$ cat config.mk
export PLATFORM = sky130hd
export DESIGN_NAME = ctx_save_restore
export DESIGN_NICKNAME = d
export VERILOG_FILES = /design/src/logic/ctx_pkg.sv /design/src/logic/ctx_save_restore.sv
export SDC_FILE = /design/constraint.sdc
export NUM_CORES = 1
export LEC_CHECK = 0
export ABC_AREA = 1
export BUFFER_PORTS_ARGS = -buffer_cell sky130_fd_sc_hd__buf_2
export CORE_ASPECT_RATIO = 1.75
export CORE_UTILIZATION = 38
export CTS_BUF_LIST = sky130_fd_sc_hd__clkbuf_8
export CTS_CLUSTER_SIZE = 30
export DETAILED_ROUTE_END_ITERATION = 16
export PLACE_DENSITY_LB_ADDON = 0.2
export SYNTH_ARGS = -nofsm -noshare
export SYNTH_HDL_FRONTEND = slang
export SYNTH_SLANG_ARGS = --single-unit
$ cat constraint.sdc
create_clock -name clk_i -period 4.5 [get_ports clk_i]
set_clock_uncertainty 0.2 [all_clocks]
set_input_delay 0.675 -clock clk_i [delete_from_list [all_inputs] [get_ports clk_i]]
set_output_delay 0.675 -clock clk_i [all_outputs]
set_load 0.02 [all_outputs]
$ cat src/logic/ctx_pkg.sv
// Purpose: constants and types for the interrupt context save/restore block
// Assumes: classic Wishbone slave, 32-bit data, byte addresses
// Notes: shadow set sits at word offsets in a small local map
package ctx_pkg;
  localparam int unsigned CTX_N = 11;
  // context slot indices
  localparam logic [3:0] SLOT_STATUS = 4'h0;
  localparam logic [3:0] SLOT_WORK = 4'h1;
  localparam logic [3:0] SLOT_BANK = 4'h2;
  localparam logic [3:0] SLOT_FSR0L = 4'h3;
  localparam logic [3:0] SLOT_FSR0H = 4'h4;
  localparam logic [3:0] SLOT_FSR1L = 4'h5;
  localparam logic [3:0] SLOT_FSR1H = 4'h6;
  localparam logic [3:0] SLOT_FSR2L = 4'h7;
  localparam logic [3:0] SLOT_FSR2H = 4'h8;
  localparam logic [3:0] SLOT_PRODL = 4'h9;
  localparam logic [3:0] SLOT_PRODH = 4'hA;
  localparam logic [3:0] SLOT_PCLATH = 4'hB;
  localparam logic [3:0] SLOT_PCLATU = 4'hC;
  localparam int unsigned SLOTS = 13;
  // register byte offsets
  localparam logic [7:0] OFF_SHADOW_BASE = 8'h00;
  localparam logic [7:0] OFF_SHADOW_CTRL = 8'h40;
  localparam logic [7:0] OFF_FLAGS = 8'h44;
  localparam logic [7:0] OFF_IRQ_STATUS = 8'h48;
  localparam logic [7:0] OFF_IRQ_MASK = 8'h4C;
  localparam logic [7:0] OFF_CONFIG = 8'h50;
  localparam logic [7:0] OFF_STATE = 8'h54;
  localparam logic [7:0] OFF_RAS_TOP = 8'h58;
  // bank of the shadow set as seen by the core
  localparam logic [7:0] SHADOW_BANK = 8'h38;
  // peripheral flag fields
  localparam int unsigned FLAG_TMR4 = 0;
  localparam int unsigned FLAG_CCP2 = 1;
  localparam int unsigned FLAG_CWG2 = 3;
  localparam int unsigned FLAG_CLC2 = 4;
  localparam int unsigned FLAG_INT2 = 5;
  localparam logic [7:0] FLAG_IMPL = 8'h3B;
  // interrupt status bits
  localparam int unsigned EV_ENTRY = 0;
  localparam int unsigned EV_EXIT = 1;
  localparam int unsigned EV_RAS_ERR = 2;
  localparam logic [2:0] EV_RESET = 3'h0;
  localparam logic [7:0] FLAGS_RESET = 8'h00;
  localparam logic [1:0] CFG_RESET = 2'h0;
  localparam int unsigned CFG_PRIO = 0;
  localparam int unsigned CFG_MVEC = 1;
  localparam int unsigned RAS_DEPTH = 4;
  localparam int unsigned PC_W = 21;

  typedef enum logic [1:0] {
    LVL_MAIN = 2'b00,
    LVL_LOW = 2'b01,
    LVL_HIGH = 2'b11,
    LVL_HIGH_DIRECT = 2'b10
  } level_t;
endpackage

$ cat src/logic/ctx_save_restore.sv
// Purpose: two-level interrupt context store with peripheral flag register
// Assumes: core signals entry with priority and vector, exit with a pulse
// Notes: shadow copies live in a Wishbone-visible register set
// Functional notes
// - two saved levels, main and low routine
// - program counter goes to separate return stack
// - save status, work, bank, pointers, product, latches
// - load working register with vector after capture
// - choose level from state and delivery order
// - multi-vector setting does not change saving
// - priority disabled saves only main context
// - shadow set sits in bank 56
// - view select bit picks main or low
// - nested high routine exit restores low context
// - low routine exit restores main context
// - software writes to shadow are restored
// - flags set regardless of any enable
// - flag stays one until software clears
`timescale 1ns/10ps
`default_nettype none
module ctx_save_restore
  import ctx_pkg::*;
(
  // clock and reset
  input wire logic clk_i,
  input wire logic rst_i,
  // wishbone slave
  input wire logic cyc_i,
  input wire logic stb_i,
  input wire logic we_i,
  input wire logic [7:0] adr_i,
  input wire logic [3:0] sel_i,
  input wire logic [31:0] dat_i,
  output logic [31:0] dat_o,
  output logic ack_o,
  // core context port
  input wire logic entry_i,
  input wire logic entry_high_i,
  input wire logic [7:0] vector_i,
  input wire logic [PC_W-1:0] pc_i,
  input wire logic exit_i,
  input wire logic [8*SLOTS-1:0] cpu_ctx_i,
  output logic [8*SLOTS-1:0] restore_ctx_o,
  output logic restore_o,
  output logic [7:0] work_load_o,
  output logic work_load_en_o,
  output logic [PC_W-1:0] ret_pc_o,
  output logic [7:0] shadow_bank_o,
  // peripheral events
  input wire logic [7:0] periph_event_i,
  output logic [7:0] flags_o,
  // interrupt
  output logic irq_o
);

  logic [7:0] main_q [SLOTS];
  logic [7:0] low_q [SLOTS];
  level_t level_q;
  logic view_low_q;
  logic [1:0] cfg_q;
  logic [7:0] flags_q;
  logic [2:0] ev_q;
  logic [2:0] mask_q;
  logic [PC_W-1:0] ras_q [RAS_DEPTH];
  logic [2:0] ras_cnt_q;
  logic ack_q;
  logic [31:0] rdat_q;
  logic [7:0] restore_q [SLOTS];
  logic restore_q_en;
  logic [7:0] work_q;
  logic work_en_q;

  logic wb_req;
  logic wb_wr;
  logic shadow_hit;
  logic [3:0] shadow_idx;
  logic save_main;
  logic save_low;
  logic ras_push;
  logic ras_pop;
  logic [2:0] ev_set;
  logic entry_take;
  logic ras_fault;

  function automatic logic [7:0] ctx_byte(input logic [8*SLOTS-1:0] v, input int unsigned i);
    ctx_byte = v[8*i +: 8];
  endfunction

  // register decode shared by the flag and status write paths
  function automatic logic reg_wr(input logic wr, input logic [7:0] adr, input logic [7:0] off);
    reg_wr = wr && adr == off;
  endfunction

  // a request is taken once; the registered ack blocks a second take
  assign wb_req = cyc_i & stb_i & ~ack_q;
  // writes land on the edge at which the master samples ack, never on the taking edge
  assign wb_wr = cyc_i & stb_i & ack_q & we_i & sel_i[0];
  // only the first thirteen word slots hold shadow bytes
  assign shadow_hit = adr_i < OFF_SHADOW_CTRL && adr_i[5:2] < 4'(SLOTS);
  assign shadow_idx = adr_i[5:2];

  // cfg_q[CFG_MVEC] is stored only; it never enters the save decision
  always_comb
  begin
    save_main = 1'b0;
    save_low = 1'b0;
    if (entry_i)
    begin
      case (level_q)
        LVL_MAIN: save_main = 1'b1;
        LVL_LOW: save_low = cfg_q[CFG_PRIO] & entry_high_i;
        default: save_main = 1'b0;
      endcase
    end
  end

  // level tracking follows the order of delivery to the core
  always_ff @(posedge clk_i)
  begin
    if (rst_i)
      level_q <= LVL_MAIN;
    else if (entry_i)
    begin
      case (level_q)
        LVL_MAIN: level_q <= (cfg_q[CFG_PRIO] & entry_high_i) ? LVL_HIGH_DIRECT : LVL_LOW;
        // a nested entry that cannot preempt leaves the level alone
        LVL_LOW: level_q <= (cfg_q[CFG_PRIO] & entry_high_i) ? LVL_HIGH : LVL_LOW;
        default: level_q <= level_q;
      endcase
    end
    else if (exit_i)
    begin
      case (level_q)
        LVL_HIGH: level_q <= LVL_LOW;
        LVL_LOW: level_q <= LVL_MAIN;
        LVL_HIGH_DIRECT: level_q <= LVL_MAIN;
        default: level_q <= LVL_MAIN;
      endcase
    end
  end

  // both levels are banked copies of the full register set
  // a save and a software write to one slot in one cycle: the save wins
  always_ff @(posedge clk_i)
  begin
    if (rst_i)
    begin
      for (int i = 0; i < SLOTS; i++)
      begin
        main_q[i] <= 8'h00;
        low_q[i] <= 8'h00;
      end
    end
    else
    begin
      for (int i = 0; i < SLOTS; i++)
      begin
        if (save_main)
          main_q[i] <= ctx_byte(cpu_ctx_i, i);
        else if (wb_wr && shadow_hit && !view_low_q && shadow_idx == 4'(i))
          main_q[i] <= dat_i[7:0];
        if (save_low)
          low_q[i] <= ctx_byte(cpu_ctx_i, i);
        else if (wb_wr && shadow_hit && view_low_q && shadow_idx == 4'(i))
          low_q[i] <= dat_i[7:0];
      end
    end
  end

  // working register gets the vector one cycle after capture
  always_ff @(posedge clk_i)
  begin
    if (rst_i)
    begin
      work_q <= 8'h00;
      work_en_q <= 1'b0;
    end
    else
    begin
      work_en_q <= entry_i;
      if (entry_i)
        work_q <= vector_i;
    end
  end

  // restore of the level below on exit, including any software edits
  // entry wins over exit when both arrive in one cycle
  always_ff @(posedge clk_i)
  begin
    if (rst_i)
    begin
      restore_q_en <= 1'b0;
      for (int i = 0; i < SLOTS; i++)
        restore_q[i] <= 8'h00;
    end
    else
    begin
      restore_q_en <= exit_i & ~entry_i & (level_q != LVL_MAIN);
      if (exit_i && !entry_i)
      begin
        for (int i = 0; i < SLOTS; i++)
          restore_q[i] <= (level_q == LVL_HIGH) ? low_q[i] : main_q[i];
      end
    end
  end

  // only an entry that opens a level pushes; an ignored nested one would unbalance the stack
  assign entry_take = entry_i
                      && (level_q == LVL_MAIN || (level_q == LVL_LOW && cfg_q[CFG_PRIO] && entry_high_i));
  // return stack is separate from the shadow set; overflow/underflow raise an event
  assign ras_push = entry_take && ras_cnt_q < 3'(RAS_DEPTH);
  assign ras_pop = exit_i && !entry_i && level_q != LVL_MAIN && ras_cnt_q != 3'h0;

  always_ff @(posedge clk_i)
  begin
    if (rst_i)
    begin
      ras_cnt_q <= 3'h0;
      for (int i = 0; i < RAS_DEPTH; i++)
        ras_q[i] <= '0;
    end
    // the top entry sits at count minus one
    else if (ras_push)
    begin
      ras_q[ras_cnt_q[1:0]] <= pc_i;
      ras_cnt_q <= ras_cnt_q + 3'h1;
    end
    else if (ras_pop)
      ras_cnt_q <= ras_cnt_q - 3'h1;
  end

  // hardware set wins over a software clear in the same cycle
  // unimplemented bits are masked on every path, so they read zero
  always_ff @(posedge clk_i)
  begin
    if (rst_i)
      flags_q <= FLAGS_RESET;
    else if (reg_wr(wb_wr, adr_i, OFF_FLAGS))
      flags_q <= ((flags_q & dat_i[7:0]) | periph_event_i) & FLAG_IMPL;
    else
      flags_q <= (flags_q | periph_event_i) & FLAG_IMPL;
  end

  // a refused push or an exit with nothing to pop marks a stack fault
  assign ras_fault = (entry_take && !ras_push)
                     || (exit_i && !entry_i && level_q != LVL_MAIN && ras_cnt_q == 3'h0);
  assign ev_set = {ras_fault, restore_q_en, work_en_q};

  // status bits are sticky; a one written clears, a new event in the same cycle wins
  always_ff @(posedge clk_i)
  begin
    if (rst_i)
      ev_q <= EV_RESET;
    else if (reg_wr(wb_wr, adr_i, OFF_IRQ_STATUS))
      ev_q <= (ev_q & ~dat_i[2:0]) | ev_set;
    else
      ev_q <= ev_q | ev_set;
  end

  always_ff @(posedge clk_i)
  begin
    if (rst_i)
    begin
      mask_q <= EV_RESET;
      cfg_q <= CFG_RESET;
      view_low_q <= 1'b0;
    end
    // config bit1 is kept only for software to read back
    else if (wb_wr)
    begin
      if (adr_i == OFF_IRQ_MASK)
        mask_q <= dat_i[2:0];
      if (adr_i == OFF_CONFIG)
        cfg_q <= dat_i[1:0];
      if (adr_i == OFF_SHADOW_CTRL)
        view_low_q <= dat_i[0];
    end
  end

  // single-cycle answer; unmapped reads return zero and writes are dropped
  // read data is registered on the taking edge and stands with ack
  always_ff @(posedge clk_i)
  begin
    if (rst_i)
    begin
      ack_q <= 1'b0;
      rdat_q <= 32'h0000_0000;
    end
    else
    begin
      ack_q <= wb_req;
      rdat_q <= 32'h0000_0000;
      if (wb_req && !we_i)
      begin
        if (shadow_hit)
          rdat_q <= {24'h00_0000, view_low_q ? low_q[shadow_idx] : main_q[shadow_idx]};
        else
        begin
          case (adr_i)
            OFF_SHADOW_CTRL: rdat_q <= {31'h0, view_low_q};
            OFF_FLAGS: rdat_q <= {24'h00_0000, flags_q};
            OFF_IRQ_STATUS: rdat_q <= {29'h0, ev_q};
            OFF_IRQ_MASK: rdat_q <= {29'h0, mask_q};
            OFF_CONFIG: rdat_q <= {30'h0, cfg_q};
            OFF_STATE: rdat_q <= {27'h0, ras_cnt_q, level_q};
            OFF_RAS_TOP: rdat_q <= (ras_cnt_q == 3'h0) ? 32'h0 : {11'h0, ras_q[2'(ras_cnt_q - 3'h1)]};
            default: rdat_q <= 32'h0000_0000;
          endcase
        end
      end
    end
  end

  // the popped return address stands until the next pop
  always_ff @(posedge clk_i)
  begin
    if (rst_i)
      ret_pc_o <= '0;
    else if (ras_pop)
      ret_pc_o <= ras_q[2'(ras_cnt_q - 3'h1)];
  end

  // flat view of the registered restore bytes, slot i in byte i
  always_comb
  begin
    for (int i = 0; i < SLOTS; i++)
      restore_ctx_o[8*i +: 8] = restore_q[i];
  end

  assign ack_o = ack_q;
  assign dat_o = rdat_q;
  assign restore_o = restore_q_en;
  assign work_load_o = work_q;
  assign work_load_en_o = work_en_q;
  assign shadow_bank_o = SHADOW_BANK;
  assign flags_o = flags_q;
  // level output, high while any unmasked status bit is set
  assign irq_o = |(ev_q & mask_q);

endmodule
`default_nettype wire

After elaboration in Yosys (flattened, before gate mapping)

Memories as Yosys holds them, arrays and structs flattened.
Cells that the tools add are included.
W data, S select, Z words.

Bits in registers: 73
Bits in writable memories: 396
Input port bits: 193
Logic and storage cells: 409
Memories kept: 4

Memories:

| memory    | words | width | rd ports | clocked after memory_dff | wr ports | line                   | RTL |
|---|---|---|---|---|---|---|---|
| low_q     | 13    | 8     | 14       | 0                        | 13       | ctx_save_restore.sv:57 | `logic [7:0] low_q [SLOTS];` |
| main_q    | 13    | 8     | 14       | 0                        | 13       | ctx_save_restore.sv:56 | `logic [7:0] main_q [SLOTS];` |
| restore_q | 13    | 8     | 13       | 0                        | 13       | ctx_save_restore.sv:68 | `logic [7:0] restore_q [SLOTS];` |
| ras_q     | 4     | 21    | 1        | 0                        | 4        | ctx_save_restore.sv:64 | `logic [PC_W-1:0] ras_q [RAS_DEPTH];` |

$add $sub $neg: 2
Magnitude comparators: 3
Eq/ne operators: 22
Mux-type cells: 217
Bitwise operators: 84
Reduce and logical (&&, ||, !) cells: 63

Operator list:

| kind                 | count |
|---|---|
| $mux W8              | 80 |
| $pmux W21 S7         | 1 |
| $mux W1              | 124 |
| $or A1 B1 Y1         | 65 |
| $eq A8 B7 Y1 const B | 7 |
| $logic_and A1 B1 Y1  | 42 |
| $mux W21             | 2 |
| $reduce_or A21 Y1    | 1 |
| $eq A4 B4 Y1 const B | 5 |
| $eq A4 B3 Y1 const B | 4 |
| $or A6 B6 Y6         | 2 |
| $mux W2              | 5 |
| $mux W3              | 3 |
| $and A1 B1 Y1        | 8 |
| $eq A4 B2 Y1 const B | 2 |
| $lt A8 B7 Y1 const B | 1 |
| $reduce_and A2 Y1    | 4 |
| $and A3 B3 Y3        | 2 |
| $and A6 B6 Y6        | 1 |
| $mux W6              | 1 |
| $or A3 B3 Y3         | 2 |
| $reduce_bool A2 Y1   | 3 |
| $reduce_or A3 Y1     | 2 |
| $eq A4 B1 Y1 const B | 1 |
| 17 further kinds     | 23 |

Depth between registers and ports, before layout

Word-level depth: 12
Gate-level depth with buffers: 14
Gate-level depth less buffers: 11

Worst setup path before layout

No wires, ideal clock.

Kind: input to register
Start: in rst_i
End: mem restore_q[0][0], enable pin
Setup time: 0.467 ns
Data arrival time: 3.464 ns
Required time: 3.833 ns
Slack: 0.369 ns
Cell stages on the path: 4
Path buffers: 2
Cell sequence: clkbuf_1 > inv_1 > buf_1 > nand2_1

RTL lines:

| item            | line                   | RTL |
|---|---|---|
| start, declared | ctx_save_restore.sv:26 | `input wire logic rst_i,` |
| end, declared   | ctx_save_restore.sv:68 |  |

==> reports/qor.csv <==
stage,metric,value,unit
run_status,status,"finished, final reports clean",
hold_path,Hold Path Class,primary input to register,
route,antenna-violating nets left,0,
timing,total negative setup slack,0,ps
critical_path,critical path launch point type,register,
power,P_int,7.42,mW
power,power share of the sequential group,50.0,%
critical_path,Worst R2R Start,ack_o,
synth,Commonest cells post-synth,"778 x nand2_1, 396 x edfxtp_1, 259 x nor2_1",
critical_path,Worst path max stage delay,440,ps
synth,synth top area cells,"edfxtp_1 53%, nand2_1 13%, dfxtp_1 6.5%, nor2_1 4.4%, o21ai_0 4.3%",
layout,Layout Utilization,45.1,%
timing,final worst path period need,3150,ps
critical_path,Crit path top cell by count,nand2_1,
layout,layout cells sized above 1,17.9,%
timing,worst rel slew slack,26.6,%
route,Post-route DRC,0,
timing,final setup fails,0,
critical_path,crit path launch,ack_o,
critical_path,CP Class,register to register,
layout,Non-Filler Instances,3645,
critical_path,crit end category,register,
layout,fill count,5792,
layout,Reg area,13300,µm²
clocking,TritonCTS clock tree,built,
clocking,H-tree levels,3,
synth,"Avg Cell Area, Syn",8.84,µm²
critical_path,Worst Path Max Fanout,10,
synth,register area share after synthesis,59.9,%
critical_path,CP bufs+invs,0,
critical_path,"Slowest-stage cell, CP",nor2_2,
flow_run,max-cap check violation count,0,
layout,"Net count, final",3012,
global_route,first-pass GRT wire length,115,mm
synth,asr flop ratio synth,0,%
timing,period utilisation layout,70.0,%
synth,Yosys cell types,35,
timing,fmax,318,MHz
power,Pwr Total,10.2,mW
route,Routed WL,79.7,mm
route,DRT Pass-1 Iters,6,
critical_path,CP required,4600,ps
power,Logic pwr share,12.1,%
clocking,clock slew at reported path FFs,70,ps
critical_path,crit-path leading delay family,simple AND/OR/NAND/NOR gates,
power,clock share of power,37.9,%
clocking,Post-CTS Hold Buffers,0,
synth,Post-synth EDFFs,396,
floorplanning,Rows,117,
route,Via Count,19300,
timing,Final Max Slew Viols,0,
power,Worst IR Drop VDD,0.254,mV
place,RD Place Congestion,0.966,
critical_path,CP Cell Sequence,nand4_1 > nor2_2 > nand2_1 > nor2_4 > nand2_1 > nand2_1,
synth,Mapped Area,22300,µm²
critical_path,R2R setup slack,1350,ps
synth,flip-flop and latch count after synthesis,468,
floorplanning,# IOs,378,
clocking,Max clock buf depth,3,
layout,multi-input combinational cell area,7470,µm²
clocking,post-CTS setup buffer count,0,
route,Starting DRT DRC Count,1779,
global_route,GRT Residual Overflow,0,
power,P_sw,2.74,mW
global_route,GRT Total Usage,26.6,%
clocking,CTS root buffer,clkbuf_8,
hold_path,hold_sp,periph_event_i[5],
place,input/output buffers,325,
place,hpwl dp,56.9,mm
floorplanning,Core ar.,58100,µm²
synth,YS warnings,0,
power,Sw Ratio,27.0,%
floorplanning,Chip Height,322,µm
floorplanning,Initial Util,38.3,%
critical_path,Crit path arrival time,3250,ps
global_route,vias in the first global route,18600,
synth,Syn Inst Count,2521,
floorplanning,die width,185,µm
floorplanning,area of the die,59600,µm²
clocking,clk_lat worst skew,670,ps
timing,RSZ-0062 raised after global routing,false,
power,Pleak,11.4,nW
global_route,initial antenna violation count,18,
clocking,Resize count post-CTS,0,
clocking,CTS Buf Count,70,
timing,final hold slack,37.2,ps
synth,top-count cell post-synth,nand2_1,
place,dpl cells,3517,
synth,Main synth FF type,edfxtp_1,
global_route,pin count of the biggest net entering global routing,75,
clocking,clock sinks,468,
layout,P&R area growth vs syn,17.8,%
route,vias per cell,5.28,
route,wire per inst,21.9,µm
power,pwr/cell area,387,nW/µm²
synth,cell taking the most area after synthesis,edfxtp_1,
timing,Final Hold Fails,0,
synth,area share of the largest cell type after synthesis,53.4,%
timing,Least-Margin Pin Slew,1100,ps
power by group through the flow:
| stage | sequential, mW | combinational, mW | clock [mW] |
|---|---|---|---|
| after floorplan | 5.24 | 0.625 | 0 |
| after global placement | 5.16 | 1.21 | 0 |
| after detailed placement | 5.17 | 1.23 | 0 |
| after CTS | 5.08 | 1.23 | 3.90 |
| after global routing | 5.10 | 1.34 | 4.06 |
| final | 5.08 | 1.23 | 3.85 |
layout make-up:
cell class                      count  area share [%]
Clock inverter                     48            1.69
Multi-Input combinational cell   1680            28.5
Antenna cell                        2          0.0191
Clock buffer                       78            4.09
Tap cell                          773            3.69
Inverter                          213            3.05
Timing Repair Buffer              383            8.15
Sequential cell                   468            50.8
layout by cell type, fill, tap and decap left out, types with 3 or more instances in the layout:
| cell type | netlist | routed |
|---|---|---|
| inv_1 | 203 | 214 |
| clkinv_2 | 0 | 7 |
| nand2_1 | 778 | 774 |
| o21ai_1 | 32 | 33 |
| nor3_1 | 25 | 25 |
| buf_12 | 0 | 6 |
| o21ai_0 | 190 | 189 |
| nand3_2 | 5 | 5 |
| nand4_1 | 16 | 16 |
| edfxtp_1 | 396 | 396 |
| nor2_1 | 259 | 259 |
| inv_2 | 9 | 9 |
| dfxtp_1 | 72 | 72 |
| bufinv_16 | 0 | 9 |
| nor2_2 | 6 | 6 |
| conb_1 | 2 | 22 |
| a211oi_1 | 8 | 8 |
| buf_4 | 22 | 52 |
| ha_1 | 3 | 3 |
| a32o_1 | 13 | 13 |
| nor2_4 | 4 | 4 |
| a22oi_1 | 3 | 3 |
| buf_2 | 20 | 325 |
| o22ai_1 | 93 | 93 |
| a21oi_1 | 169 | 169 |
| clkinvlp_4 | 0 | 4 |
| nand3_1 | 39 | 39 |
| clkinv_1 | 1 | 17 |
| clkbuf_8 | 0 | 78 |
worst paths after layout:
check / cells after the start / end
setup reg to reg: 6 / main_q[0][7]
hold reg to reg: 2 / cfg_q[1]
hold / removal: 3 / flags_o[5]
setup / recovery: 6 / main_q[0][7]
registers in the layout, summed over array words and instances (netlist names):
name and cells:
ras_q 84, view_low_q 1, cfg_q 2, mask_q 3, ret_pc_o 21, dat_o 21, flags_o 5, ev_q 3
ras_cnt_q 3, main_q 104, ack_o 1, restore_o 1, level_q 2, low_q 104, restore_q 104, work_load_o 8
work_load_en_o 1
worst min-delay path: stages:
cell and delay (ps):
buf_2 90, inv_1 40, a21oi_1 50
metrics by stage:
stage / cell area [µm²] / setup WS [ps]
after floorplan: 22300 / 369
after global placement: 24700 / 879
after detailed placement: 24700 / 852
after CTS: 26200 / 1350
after global routing: 26200 / 1250
final: 26200 / 1350
layer usage:
metal | part of all wire, % | wire length, µm | track usage, %
met1 | 36 | 28600 | 29.3
met2 | 51 | 40500 | 47.3
met3 | 8.4 | 6680 | 6.04
met4 | 4.7 | 3750 | 13.2
met5 | 0.24 | 193 | 0
cell families (layout without fill, tap and decap cells):
| logic type | count (synthesis) | in the layout | synth area share (%) |
|---|---|---|---|
| DFF | 468 | 468 | 59.9 |
| AOI/OAI and AO/OA | 518 | 518 | 12.7 |
| and+or+nand+nor | 1137 | 1137 | 20.1 |
| adders and majority gates | 3 | 3 | 0.169 |
| buffers and inverters | 393 | 722 | 7.11 |
| other | 2 | 24 | 0.0337 |
No activity file was read; power rests on OpenSTA's default activity.
